`config.mk`:
```
export PLATFORM = sky130hd
export DESIGN_NAME = mqf_almost_flags
export DESIGN_NICKNAME = d
export VERILOG_FILES = /design/src/shared/mqf_pkg.sv /design/src/rtl/mqf_queue_level.sv /design/src/rtl/mqf_almost_flags.sv
export VERILOG_INCLUDE_DIRS = /design/src /design/src/shared
export SDC_FILE = /design/constraint.sdc
export NUM_CORES = 1
export LEC_CHECK = 0
export BUFFER_PORTS_ARGS = -buffer_cell sky130_fd_sc_hd__buf_2
export CAP_MARGIN = 25
export CORE_MARGIN = 5
export CORE_UTILIZATION = 60
export DETAILED_ROUTE_END_ITERATION = 8
export PLACE_DENSITY = 0.77
export RECOVER_POWER = 25
export SYNTH_ARGS = -nofsm -noshare
export SYNTH_HDL_FRONTEND = slang
export SYNTH_SLANG_ARGS = --single-unit
```
`constraint.sdc`:
```
create_clock -name clk_in -period 5.3 [get_ports clk_in]
set_input_delay 1.325 -clock clk_in [delete_from_list [all_inputs] [get_ports clk_in]]
set_output_delay 1.325 -clock clk_in [all_outputs]
set_load 0.03 [all_outputs]
```
`src/shared/mqf_defines.svh`:
```
// Sizes, depth and reset offsets for the almost-flag logic.
`ifndef MQF_DEFINES_SVH
`define MQF_DEFINES_SVH
`define MQF_NUM_Q       4
`define MQF_QW          2
`define MQF_DEVW        3
`define MQF_LVLW        14
`define MQF_DEPTH       14'h2000
`define MQF_AF_OFF_RST  14'h0008
`define MQF_AE_OFF_RST  14'h0008
`endif

```
`src/shared/mqf_pkg.sv`:
```
// Types shared by the almost-flag logic.
package mqf_pkg;
	typedef enum logic [1:0] {
		MQF_RD_RUN,
		MQF_RD_OLD,
		MQF_RD_NEW
	} mqf_rd_state_t;
endpackage

```
`src/rtl/mqf_queue_level.sv`:
```
// Fill level and almost-boundary compare for one queue.
`include "mqf_defines.svh"
module mqf_queue_level (
	// Clock and reset
	input  wire logic                 clk_in,
	input  wire logic                 rst_n_in,
	// Configuration
	input  wire logic                 cfg_load_in,
	input  wire logic [`MQF_LVLW-1:0] cfg_af_off_in,
	input  wire logic [`MQF_LVLW-1:0] cfg_ae_off_in,
	// Traffic
	input  wire logic                 wr_in,
	input  wire logic                 rd_in,
	// Status
	output logic                      empty_out,
	output logic                      full_out,
	output logic                      af_now_out,
	output logic                      af_old_out,
	output logic                      ae_now_out,
	output logic                      ae_old_out
);
	logic [`MQF_LVLW-1:0] level_r;
	logic [`MQF_LVLW-1:0] level_nxt;
	logic [`MQF_LVLW-1:0] af_off_r;
	logic [`MQF_LVLW-1:0] af_off_nxt;
	logic [`MQF_LVLW-1:0] ae_off_r;
	logic [`MQF_LVLW-1:0] ae_off_nxt;
	logic                 do_wr;
	logic                 do_rd;

	always_comb begin
		empty_out  = (level_r == '0);
		full_out   = (level_r == `MQF_DEPTH);
		do_wr      = wr_in && !full_out;
		do_rd      = rd_in && !empty_out;
		level_nxt  = level_r;
		if (do_wr && !do_rd) begin
			level_nxt = level_r + 14'h0001;
		end else if (do_rd && !do_wr) begin
			level_nxt = level_r - 14'h0001;
		end
		// RL19 offsets loaded
		af_off_nxt = cfg_load_in ? cfg_af_off_in : af_off_r;
		ae_off_nxt = cfg_load_in ? cfg_ae_off_in : ae_off_r;
		// RL19 level compare
		af_now_out = (level_nxt >= (`MQF_DEPTH - af_off_r));
		af_old_out = (level_r >= (`MQF_DEPTH - af_off_r));
		ae_now_out = (level_nxt <= ae_off_r);
		ae_old_out = (level_r <= ae_off_r);
	end

	always_ff @(posedge clk_in) begin
		if (!rst_n_in) begin
			level_r  <= '0;
			af_off_r <= `MQF_AF_OFF_RST;
			ae_off_r <= `MQF_AE_OFF_RST;
		end else begin
			level_r  <= level_nxt;
			af_off_r <= af_off_nxt;
			ae_off_r <= ae_off_nxt;
		end
	end
endmodule // mqf_queue_level

```
`src/rtl/mqf_almost_flags.sv`:
```
// Almost-full and almost-empty flag logic of one multi-queue device.
// Behaviour
// RL1 - Almost-full asserts two cycles after write.
// RL2 - Queue switch updates almost-full after two cycles.
// RL3 - Unselected write device floats almost-full.
// RL4 - Read clears almost-full one cycle later.
// RL5 - Almost-empty asserts two cycles after read.
// RL6 - Write clears almost-empty one cycle later.
// RL7 - New read queue status with first word.
// RL8 - Unselected read device floats flag, data.
// RL9 - One more old word after selection.
// RL10 - Write lifts read-side almost-empty after skew.
// RL11 - Empty status bus switches after one cycle.
// RL12 - Bus handover drives new, releases old.
// RL13 - Status bus bit index equals queue.
// RL14 - Full status bus follows selection next cycle.
// RL15 - Read raises full bus bit after skew.
// RL16 - System ties chain inputs for direct mode.
// RL17 - System wires data bits position to position.
// RL18 - Selection fall-through ignores read enable.
// RL19 - Per-queue offsets loaded, compared with level.
`include "mqf_defines.svh"
module mqf_almost_flags (
	// Clock and reset
	input  wire logic                 clk_in,
	input  wire logic                 rst_n_in,
	// Identity and clock skew
	input  wire logic [`MQF_DEVW-1:0] dev_id_in,
	input  wire logic                 skew_violated_in,
	// Configuration
	input  wire logic                 cfg_load_in,
	input  wire logic [`MQF_QW-1:0]   cfg_queue_in,
	input  wire logic [`MQF_LVLW-1:0] cfg_af_off_in,
	input  wire logic [`MQF_LVLW-1:0] cfg_ae_off_in,
	// Write port
	input  wire logic                 wr_sel_in,
	input  wire logic [`MQF_DEVW-1:0] wr_sel_dev_in,
	input  wire logic [`MQF_QW-1:0]   wr_sel_queue_in,
	input  wire logic                 wr_en_n_in,
	// Read port
	input  wire logic                 rd_sel_in,
	input  wire logic [`MQF_DEVW-1:0] rd_sel_dev_in,
	input  wire logic [`MQF_QW-1:0]   rd_sel_queue_in,
	input  wire logic                 rd_en_n_in,
	// Status bus selection
	input  wire logic                 afbus_sel_in,
	input  wire logic [`MQF_DEVW-1:0] afbus_sel_dev_in,
	input  wire logic                 aebus_sel_in,
	input  wire logic [`MQF_DEVW-1:0] aebus_sel_dev_in,
	// Read strobe towards queue storage
	output logic                      rd_strobe_out,
	output logic [`MQF_QW-1:0]        rd_queue_out,
	output logic                      data_oe_out,
	// Discrete flags
	output logic                      almost_full_flag_n_out,
	output logic                      almost_full_flag_n_oe_out,
	output logic                      almost_empty_flag_n_out,
	output logic                      almost_empty_flag_n_oe_out,
	// Status buses
	output logic [`MQF_NUM_Q-1:0]     almost_full_status_bus_out,
	output logic                      almost_full_status_bus_oe_out,
	output logic [`MQF_NUM_Q-1:0]     almost_empty_status_bus_out,
	output logic                      almost_empty_status_bus_oe_out
);
	logic [`MQF_NUM_Q-1:0] q_wr;
	logic [`MQF_NUM_Q-1:0] q_rd;
	logic [`MQF_NUM_Q-1:0] q_empty;
	logic [`MQF_NUM_Q-1:0] af_now;
	logic [`MQF_NUM_Q-1:0] af_old;
	logic [`MQF_NUM_Q-1:0] ae_now;
	logic [`MQF_NUM_Q-1:0] ae_old;
	logic [`MQF_NUM_Q-1:0] af_vis;
	logic [`MQF_NUM_Q-1:0] ae_vis;

	logic                  wr_mine_r,  wr_mine_nxt;
	logic [`MQF_QW-1:0]    wr_q_r,     wr_q_nxt;
	logic                  rd_mine_r,  rd_mine_nxt;
	logic [`MQF_QW-1:0]    rd_q_r,     rd_q_nxt;
	logic                  pend_mine_r, pend_mine_nxt;
	logic [`MQF_QW-1:0]    pend_q_r,   pend_q_nxt;
	mqf_pkg::mqf_rd_state_t rd_st_r,   rd_st_nxt;
	logic                  afbus_mine_r, afbus_mine_nxt;
	logic                  aebus_mine_r, aebus_mine_nxt;
	logic                  af_flag_r,  af_flag_nxt;
	logic                  ae_flag_r,  ae_flag_nxt;
	logic [`MQF_NUM_Q-1:0] af_bus_r,   af_bus_nxt;
	logic [`MQF_NUM_Q-1:0] ae_bus_r,   ae_bus_nxt;
	logic                  af_pin_r,   af_pin_nxt;
	logic                  ae_pin_r,   ae_pin_nxt;
	logic [`MQF_NUM_Q-1:0] af_bpin_r,  af_bpin_nxt;
	logic [`MQF_NUM_Q-1:0] ae_bpin_r,  ae_bpin_nxt;
	logic                  rd_go;

	// Flag as seen one edge later: assertion needs two edges, the
	// clearing direction only one unless the skew window is missed.
	function automatic logic late_flag(input logic now_f,
	                                   input logic old_f,
	                                   input logic skew_bad);
		late_flag = skew_bad ? old_f : (now_f && old_f);
	endfunction

	genvar g;
	generate
		for (g = 0; g < `MQF_NUM_Q; g++) begin : g_q
			assign q_wr[g] = wr_mine_r && !wr_en_n_in && (wr_q_r == g);
			assign q_rd[g] = rd_go && (rd_q_r == g);
			// RL4 RL15 full clearing
			assign af_vis[g] = late_flag(af_now[g], af_old[g],
			                             skew_violated_in);
			// RL6 RL10 empty clearing
			assign ae_vis[g] = late_flag(ae_now[g], ae_old[g],
			                             skew_violated_in);
			mqf_queue_level u_lvl (
				.clk_in        (clk_in),
				.rst_n_in      (rst_n_in),
				.cfg_load_in   (cfg_load_in && (cfg_queue_in == g)),
				.cfg_af_off_in (cfg_af_off_in),
				.cfg_ae_off_in (cfg_ae_off_in),
				.wr_in         (q_wr[g]),
				.rd_in         (q_rd[g]),
				.empty_out     (q_empty[g]),
				.full_out      (),
				.af_now_out    (af_now[g]),
				.af_old_out    (af_old[g]),
				.ae_now_out    (ae_now[g]),
				.ae_old_out    (ae_old[g])
			);
		end
	endgenerate

	// RL18 forced fall-through reads
	assign rd_go = rd_mine_r && !q_empty[rd_q_r] &&
	               (!rd_en_n_in || (rd_st_r != mqf_pkg::MQF_RD_RUN));

	always_comb begin
		wr_mine_nxt    = wr_mine_r;
		wr_q_nxt       = wr_q_r;
		rd_mine_nxt    = rd_mine_r;
		rd_q_nxt       = rd_q_r;
		pend_mine_nxt  = pend_mine_r;
		pend_q_nxt     = pend_q_r;
		rd_st_nxt      = rd_st_r;
		afbus_mine_nxt = afbus_mine_r;
		aebus_mine_nxt = aebus_mine_r;
		if (wr_sel_in) begin
			wr_mine_nxt = (wr_sel_dev_in == dev_id_in);
			wr_q_nxt    = wr_sel_queue_in;
		end
		unique case (rd_st_r)
			mqf_pkg::MQF_RD_RUN: begin
			end
			// RL9 last old word
			mqf_pkg::MQF_RD_OLD: begin
				rd_st_nxt   = mqf_pkg::MQF_RD_NEW;
				rd_mine_nxt = pend_mine_r;
				rd_q_nxt    = pend_q_r;
			end
			mqf_pkg::MQF_RD_NEW: begin
				rd_st_nxt = mqf_pkg::MQF_RD_RUN;
			end
		endcase
		if (rd_sel_in) begin
			pend_mine_nxt = (rd_sel_dev_in == dev_id_in);
			pend_q_nxt    = rd_sel_queue_in;
			rd_st_nxt     = mqf_pkg::MQF_RD_OLD;
		end
		// RL11 RL12 RL14 bus ownership
		if (afbus_sel_in) begin
			afbus_mine_nxt = (afbus_sel_dev_in == dev_id_in);
		end
		if (aebus_sel_in) begin
			aebus_mine_nxt = (aebus_sel_dev_in == dev_id_in);
		end
		// RL1 RL2 discrete full flag
		af_flag_nxt = af_vis[wr_q_r];
		// RL5 RL7 discrete empty flag
		ae_flag_nxt = ae_vis[rd_q_nxt];
		// RL13 bit per queue
		af_bus_nxt  = af_vis;
		ae_bus_nxt  = ae_vis;
		// RL1 RL5 second flag stage
		af_pin_nxt  = af_flag_r;
		ae_pin_nxt  = ae_flag_r;
		af_bpin_nxt = af_bus_r;
		ae_bpin_nxt = ae_bus_r;
	end

	always_ff @(posedge clk_in) begin
		if (!rst_n_in) begin
			wr_mine_r    <= 1'b0;
			wr_q_r       <= '0;
			rd_mine_r    <= 1'b0;
			rd_q_r       <= '0;
			pend_mine_r  <= 1'b0;
			pend_q_r     <= '0;
			rd_st_r      <= mqf_pkg::MQF_RD_RUN;
			afbus_mine_r <= 1'b0;
			aebus_mine_r <= 1'b0;
			af_flag_r    <= 1'b0;
			ae_flag_r    <= 1'b1;
			af_bus_r     <= '0;
			ae_bus_r     <= '1;
			af_pin_r     <= 1'b0;
			ae_pin_r     <= 1'b1;
			af_bpin_r    <= '0;
			ae_bpin_r    <= '1;
		end else begin
			wr_mine_r    <= wr_mine_nxt;
			wr_q_r       <= wr_q_nxt;
			rd_mine_r    <= rd_mine_nxt;
			rd_q_r       <= rd_q_nxt;
			pend_mine_r  <= pend_mine_nxt;
			pend_q_r     <= pend_q_nxt;
			rd_st_r      <= rd_st_nxt;
			afbus_mine_r <= afbus_mine_nxt;
			aebus_mine_r <= aebus_mine_nxt;
			af_flag_r    <= af_flag_nxt;
			ae_flag_r    <= ae_flag_nxt;
			af_bus_r     <= af_bus_nxt;
			ae_bus_r     <= ae_bus_nxt;
			af_pin_r     <= af_pin_nxt;
			ae_pin_r     <= ae_pin_nxt;
			af_bpin_r    <= af_bpin_nxt;
			ae_bpin_r    <= ae_bpin_nxt;
		end
	end

	// The flags are registered so a queue switch and an asserting boundary
	// crossing show up with the same two-edge latency.
	assign rd_strobe_out                  = rd_go;
	assign rd_queue_out                   = rd_q_r;
	// RL8 data float
	assign data_oe_out                    = rd_mine_r;
	// RL3 full flag float
	assign almost_full_flag_n_oe_out      = wr_mine_r;
	assign almost_full_flag_n_out         = !af_pin_r;
	// RL8 empty flag float
	assign almost_empty_flag_n_oe_out     = rd_mine_r;
	assign almost_empty_flag_n_out        = !ae_pin_r;
	// RL12 bus drive
	assign almost_full_status_bus_oe_out  = afbus_mine_r;
	assign almost_full_status_bus_out     = ~af_bpin_r;
	assign almost_empty_status_bus_oe_out = aebus_mine_r;
	assign almost_empty_status_bus_out    = ~ae_bpin_r;
endmodule // mqf_almost_flags

```
Word level (Yosys, flattened, before mapping)
Index checks and enable logic that the tools add are counted.
{"block": "classes", "n_addsub": 12, "magnitude_cmp": 19, "eq_ne": 19, "n_mux": 25, "bitwise_logic": 3, "reduce_logical": 72}
{"operator": "14-bit >= comparator", "n": 8}
{"operator": "14-bit less-or-equal comparator", "n": 8}
{"operator": "14-bit two-way mux", "n": 8}
{"operator": "14-bit by 1-bit adder with 14-bit output, second input constant", "n": 4}
{"operator": "14-bit == test, second input constant", "n": 4}
{"operator": "14-bit logical NOT", "n": 4}
{"operator": "14-bit by 1-bit subtractor with 14-bit output, second input constant", "n": 4}
{"operator": "14-bit subtractor, first input constant", "n": 4}
{"operator": "1-bit logical AND", "n": 39}
{"operator": "1-bit logical NOT", "n": 21}
{"operator": "2-bit == test, second input constant", "n": 7}
{"operator": "3-bit == test", "n": 4}
{"operator": "1-bit two-way mux", "n": 12}
{"operator": "2-bit by 3-bit < comparator with 1-bit output, second input constant", "n": 3}
{"operator": "2-bit by 1-bit == test with 1-bit output, second input constant", "n": 4}
{"operator": "4-bit inverter", "n": 2}
{"operator": "1-bit binary-select mux with 2-bit select", "n": 3}
{"operator": "2-bit logical NOT", "n": 3}
{"operator": "2-bit case mux with 2 select lines", "n": 1}
{"operator": "2-bit nonzero test", "n": 2}
{"operator": "3-bit nonzero test", "n": 1}
{"operator": "2-bit two-way mux", "n": 1}
{"operator": "2-bit OR reduction", "n": 1}
{"operator": "1-bit logical OR", "n": 1}
{"operator": "1-bit inverter", "n": 1}
{"block": "word_totals", "reg_bits": 201, "output_inout_bits": 18, "word_cells": 180}

Longest topological paths before layout
{"block": "logic_depth", "depth_word": 16, "ltp_mapped": 18, "depth_no_buf": 17}

Cells and area by module
From an unflattened synthesis, not the netlist that was laid out.
{"block": "unflattened", "hier_cells": 1796, "hier_area_um2": 15882.7}
{"mod": "mqf_queue_level at g_q[0].u_lvl ...", "n_inst": 3, "cells_each": 414, "area_each_um2": 3666.0}
{"mod": "mqf_queue_level at g_q[1].u_lvl", "n_inst": 1, "cells_each": 401, "area_each_um2": 3475.8}
{"mod": "mqf_almost_flags", "n_inst": 1, "cells_each": 153, "area_each_um2": 1408.9}

Worst setup path before layout
No wires, ideal clock.
{"block": "synth_path", "kind": "input-to-reg", "startpoint": "input wr_en_n_in", "endpoint": "register af_flag_r", "t_arrival_ns": 4.335, "required_ns": 5.178, "setup_slack_ns": 0.844, "cell_stages": 13, "path_cell_list": "nor4bb_1 > and4_1 > and4_1 > and4_1 > a31oi_1 > xnor2_1 > ha_1 > a21o_1 > a211oi_1 > nor3b_1 > a21oi_1 > and4_1 > a221o_1"}
{"block": "synth_via", "elab_chain_len": 13}
{"element": "from (decl)", "line_no": "mqf_almost_flags.sv:39", "text": "input wire logic wr_en_n_in,"}
{"element": "1-bit logical NOT *", "line_no": "mqf_almost_flags.sv:105", "text": "assign q_wr[g] = wr_mine_r && !wr_en_n_in && (wr_q_r == g);"}
{"element": "1-bit logical AND * (2 in series)", "line_no": "mqf_almost_flags.sv:105"}
{"element": "1-bit logical AND *", "line_no": "mqf_queue_level.sv:34", "text": "do_wr = wr_in && !full_out;"}
{"element": "1-bit logical NOT", "line_no": "mqf_queue_level.sv:39", "text": "end else if (do_rd && !do_wr) begin"}
{"element": "1-bit logical AND", "line_no": "mqf_queue_level.sv:39"}
{"element": "14-bit two-way mux", "line_no": "mqf_queue_level.sv:39"}
{"element": "14-bit two-way mux *", "line_no": "mqf_queue_level.sv:37", "text": "if (do_wr && !do_rd) begin"}
{"element": "net g_q[2].u_lvl.level_nxt[12]", "line_no": "mqf_queue_level.sv:23", "text": "logic [`MQF_LVLW-1:0] level_nxt;"}
{"element": "14-bit >= comparator *", "line_no": "mqf_queue_level.sv:46", "text": "af_now_out = (level_nxt >= (`MQF_DEPTH - af_off_r));"}
{"element": "1-bit logical AND *", "line_no": "mqf_almost_flags.sv:99", "text": "late_flag = skew_bad ? old_f : (now_f && old_f);"}
{"element": "1-bit two-way mux *", "line_no": "mqf_almost_flags.sv:99"}
{"element": "1-bit binary-select mux with 2-bit select *", "line_no": "mqf_almost_flags.sv:175", "text": "af_flag_nxt = af_vis[wr_q_r];"}
{"element": "1-bit two-way mux (implied by the code) *", "line_no": "mqf_almost_flags.sv:175"}
{"element": "to (signal assigned)", "line_no": "mqf_almost_flags.sv:217", "text": "af_flag_r <= af_flag_nxt;"}
{"element": "to (decl)", "line_no": "mqf_almost_flags.sv:84", "text": "logic af_flag_r, af_flag_nxt;"}
The timed path passes the listed nets; every way through them passes the cells marked *. The select of a mux whose other input is x is not followed.
A chain may end at the register's enable or synchronous reset.

==> flow_metrics.env <==
export IMPL_post_cts_buffers=0
export IMPL_worstHoldEndpoint="ae_bpin_r[3]"
export IMPL_synth_nets=2163
export IMPL_wl_per_cell_um=19.12
export IMPL_drv_cap=3
export IMPL_grt_first_pass_wirelength_um=69170
export IMPL_regArea_um2=4024
export IMPL_syn_inst=1864
export IMPL_totalWireLength_um=43020
export IMPL_p_int_uw=2830
export IMPL_cp_arrival_ns=5.24
export IMPL_drt_iter0_drc=1170
export IMPL_clock_sinks=201
export IMPL_setup_viol=0
export IMPL_pwr_share_clk=0.466
export IMPL_fin_crit_sh=0.9134
export IMPL_start_util=0.6119
export IMPL_die_area_um2=28210
export IMPL_hp_start="ae_bpin_nxt[3]"
export IMPL_max_freq_mhz=206.6
export IMPL_core_area_um2=24460
export IMPL_grt_pass1_vias=13214
export IMPL_ys_seq_elements=201
export IMPL_drc_errors=0
export IMPL_fin_skew_ns=0.008812
export IMPL_reg2reg_to="ae_flag_r"
export IMPL_drive_gt1_frac=0.08152
export IMPL_p_leak_uw=0.007435
export IMPL_fill_cells=2035
export IMPL_synth_edf_count=0
export IMPL_ant_nets=0
export IMPL_synth_ff_type="dfxtp_1"
export IMPL_hpwl_um=32840
export IMPL_p_comb_frac=0.120
export IMPL_n_antenna_cell=0
export IMPL_dpl_cell_count=2204
export IMPL_end_kind="register"
export IMPL_rrSetupSlack_ns=0.81
export IMPL_area_growth_pct=9.788
export IMPL_slowest_delay_ns=2.62
export IMPL_cts_max_level=1
export IMPL_io_pins=77
export IMPL_hold_depth=1
export IMPL_multi_input_area_um2=10220
export IMPL_startpoint="rst_n_in"
export IMPL_rows=57
export IMPL_worst_setup_path_start_kind="input port"
export IMPL_swShare=0.2621
export IMPL_post_cts_resized=0
export IMPL_pwr_share_seq=0.413
export IMPL_slew_headroom=-1.442
export IMPL_cp_cell_sequence="clkbuf_1 -> clkbuf_1 -> a32oi_1 -> o21ai_0 -> a32oi_1"
export IMPL_min_period_ns=4.841
export IMPL_worst_slack_ns=0.4589
export IMPL_cp_required_ns=5.69
export IMPL_r2r_start="g_q[3].u_lvl.level_r[2]"
export IMPL_die_height_um=168.0
export IMPL_p_sw_uw=1005
export IMPL_antenna_found_initial=1
export IMPL_hold_slack_ns=0.4079
export IMPL_vias=13768
export IMPL_clkTransAtPathRegs_ns=0.06
export IMPL_grtUsageTotal=0.2976
export IMPL_dieWidth_um=168.0
export IMPL_slowest_stage="clkbuf_1"
export IMPL_powerDensity_nw_per_um2=233.4
export IMPL_clk_path_buf_depth=3
export IMPL_worst_pin_slew_ns=3.663
export IMPL_place_ws_ns=0.2026
export IMPL_hold_viol=0
export IMPL_synth_area_per_cell_um2=8.031
export IMPL_gp_congestion=0.9500
export IMPL_worstRegToRegCells=14
export IMPL_io_buffers=76
export IMPL_cts_hold_buf=0
export IMPL_avgViaCountPerCell=6.119
export IMPL_min_path_type="reg -> reg"
export IMPL_clock_latency_ns=0.53
export IMPL_drv_slew=184
export IMPL_setup_tns_ns=0
export IMPL_grt_overflow=0
export IMPL_nNetsFinal=2207
export IMPL_async_reset_ff_frac=0
export IMPL_syn_area_um2=14970
export IMPL_tritoncts="done"
export IMPL_ys_seq_area_frac=0.2688
export IMPL_worstPathMaxFanout=80
export IMPL_ys_types=79
export IMPL_status="finished, violations left"
export IMPL_dr_pass1_iters=8
export IMPL_grt_max_degree=81
export IMPL_clockRootBuffer="clkbuf_16"
export IMPL_vdd_drop_max_v=0.0002669
export IMPL_rsz0062_at_grt="no"
export IMPL_yosys_warnings=0
export IMPL_crit_type="in -> reg"
export IMPL_final_cell_count_no_fill=2250
export IMPL_failed_checks="max-capacitance violations, max-slew violations"
export IMPL_numCtsBuffers=24
export IMPL_finish_utilization=0.6718
==> power groups by stage <==
stage,sequential [uW],combinational [uW],clock [uW]
after floorplan,1610,303,0
after global placement,1620,438,0
after detailed placement,1620,451,0
after CTS,1580,455,1810
after global routing,1590,516,1880
final,1590,462,1790
==> logic make-up (layout without fill, tap and decap cells) <==
group	Yosys count	after routing	synth area share
AO/OA/AOI/OAI	391	391	0.1652
XOR/XNOR	127	127	0.07431
adder cells (fa/ha/maj)	240	240	0.2006
buffers and inverters	186	248	0.04881
flip-flops	201	201	0.2688
multiplexers	14	14	0.009445
AND/OR/NAND/NOR	705	705	0.2329
==> state kept, by name, indices dropped and copies added (netlist names), 2 cells and up <==
name                flops
ae_bpin_nxt             4
ae_bpin_r               4
af_bpin_nxt             4
af_bpin_r               4
g_q.u_lvl.ae_off_r     56
g_q.u_lvl.af_off_r     56
g_q.u_lvl.level_r      56
pend_q_r                2
rd_queue_out            2
rd_st_r                 2
wr_q_r                  2
==> layout make-up <==
type	count	area share
Multi-Input combinational cell	1477	0.6219
Sequential cell	201	0.2448
Clock buffer	36	0.04545
Timing Repair Buffer	93	0.03030
Inverter	111	0.02543
Tap cell	324	0.02467
Clock inverter	8	0.007461
==> worst max path at each step <==
stage | end | cells after the start
global route | ae_flag_r | 5
global placement | ae_flag_r | 16
finish | ae_flag_r | 5
detailed placement | af_flag_r | 16
CTS | af_flag_r | 16
floorplan | af_flag_r | 13
==> critical path, delay by kind of cell <==
| kind | cells | cell delay, ns |
|---|---|---|
| buffers and inverters | 2 | 2.86 |
| AO/OA/AOI/OAI | 3 | 1.03 |
==> per-stage QoR <==
step / cell area [um2] / power, uW
global placement: 15570 / 2054
finish: 16430 / 3836
floorplan: 14970 / 1910
global route: 16430 / 3985
detailed placement: 15570 / 2069
CTS: 16440 / 3849
==> Yosys cell counts (14+ instances only) <==
master | n | area (um2)
and2_1 | 64 | 400.4
nor3_1 | 44 | 220.2
a21o_1 | 17 | 127.6
or3_1 | 14 | 87.58
xnor2_1 | 76 | 665.6
a21oi_1 | 177 | 885.9
o21ai_0 | 38 | 190.2
nand2_1 | 285 | 1070
nand2b_1 | 24 | 150.1
inv_1 | 110 | 412.9
ha_1 | 240 | 3003
dfxtp_1 | 201 | 4024
nand4_1 | 41 | 256.5
xor2_1 | 51 | 446.7
a211oi_1 | 20 | 150.1
clkbuf_1 | 67 | 251.5
nand3_1 | 40 | 200.2
nor4_1 | 28 | 175.2
o31ai_1 | 16 | 120.1
nor2_1 | 100 | 375.4
==> cell usage in the layout, fill, tap and decap left out, types with 5 or more instances in the layout <==
cell type,instances
a21boi_0,7
xor2_1,51
o221ai_1,5
a32oi_1,8
o21bai_1,5
clkbuf_8,8
inv_1,110
xnor2_1,76
and3_1,13
and4_1,9
nor3_1,44
nand2b_1,24
clkbuf_1,9
nand4b_1,5
nand4_1,41
a31oi_1,13
nand2_1,285
buf_2,74
o21ai_0,38
mux2i_1,13
a211o_1,6
and2_1,64
nor2b_1,6
nor2_1,100
a21oi_1,177
or3_1,14
buf_4,12
o21a_1,10
o211ai_1,13
clkbuf_16,25
ha_1,240
a211oi_1,20
a21o_1,17
nor4_1,28
o31ai_1,16
nand3_1,40
o22ai_1,12
dfxtp_1,201
==> metal layers <==
metal  vias to the layer above  wire, um  part of all wire  GRT usage
li1                       6715         -                 -          -
met1                      6367     18810              0.44     0.4113
met2                       572     18650              0.43     0.4656
met3                       112      3770             0.088    0.05041
met4                         2      1768             0.041     0.1143
met5                         -        13           0.00030          0
Note: power is estimated with default switching activity, not from simulation.
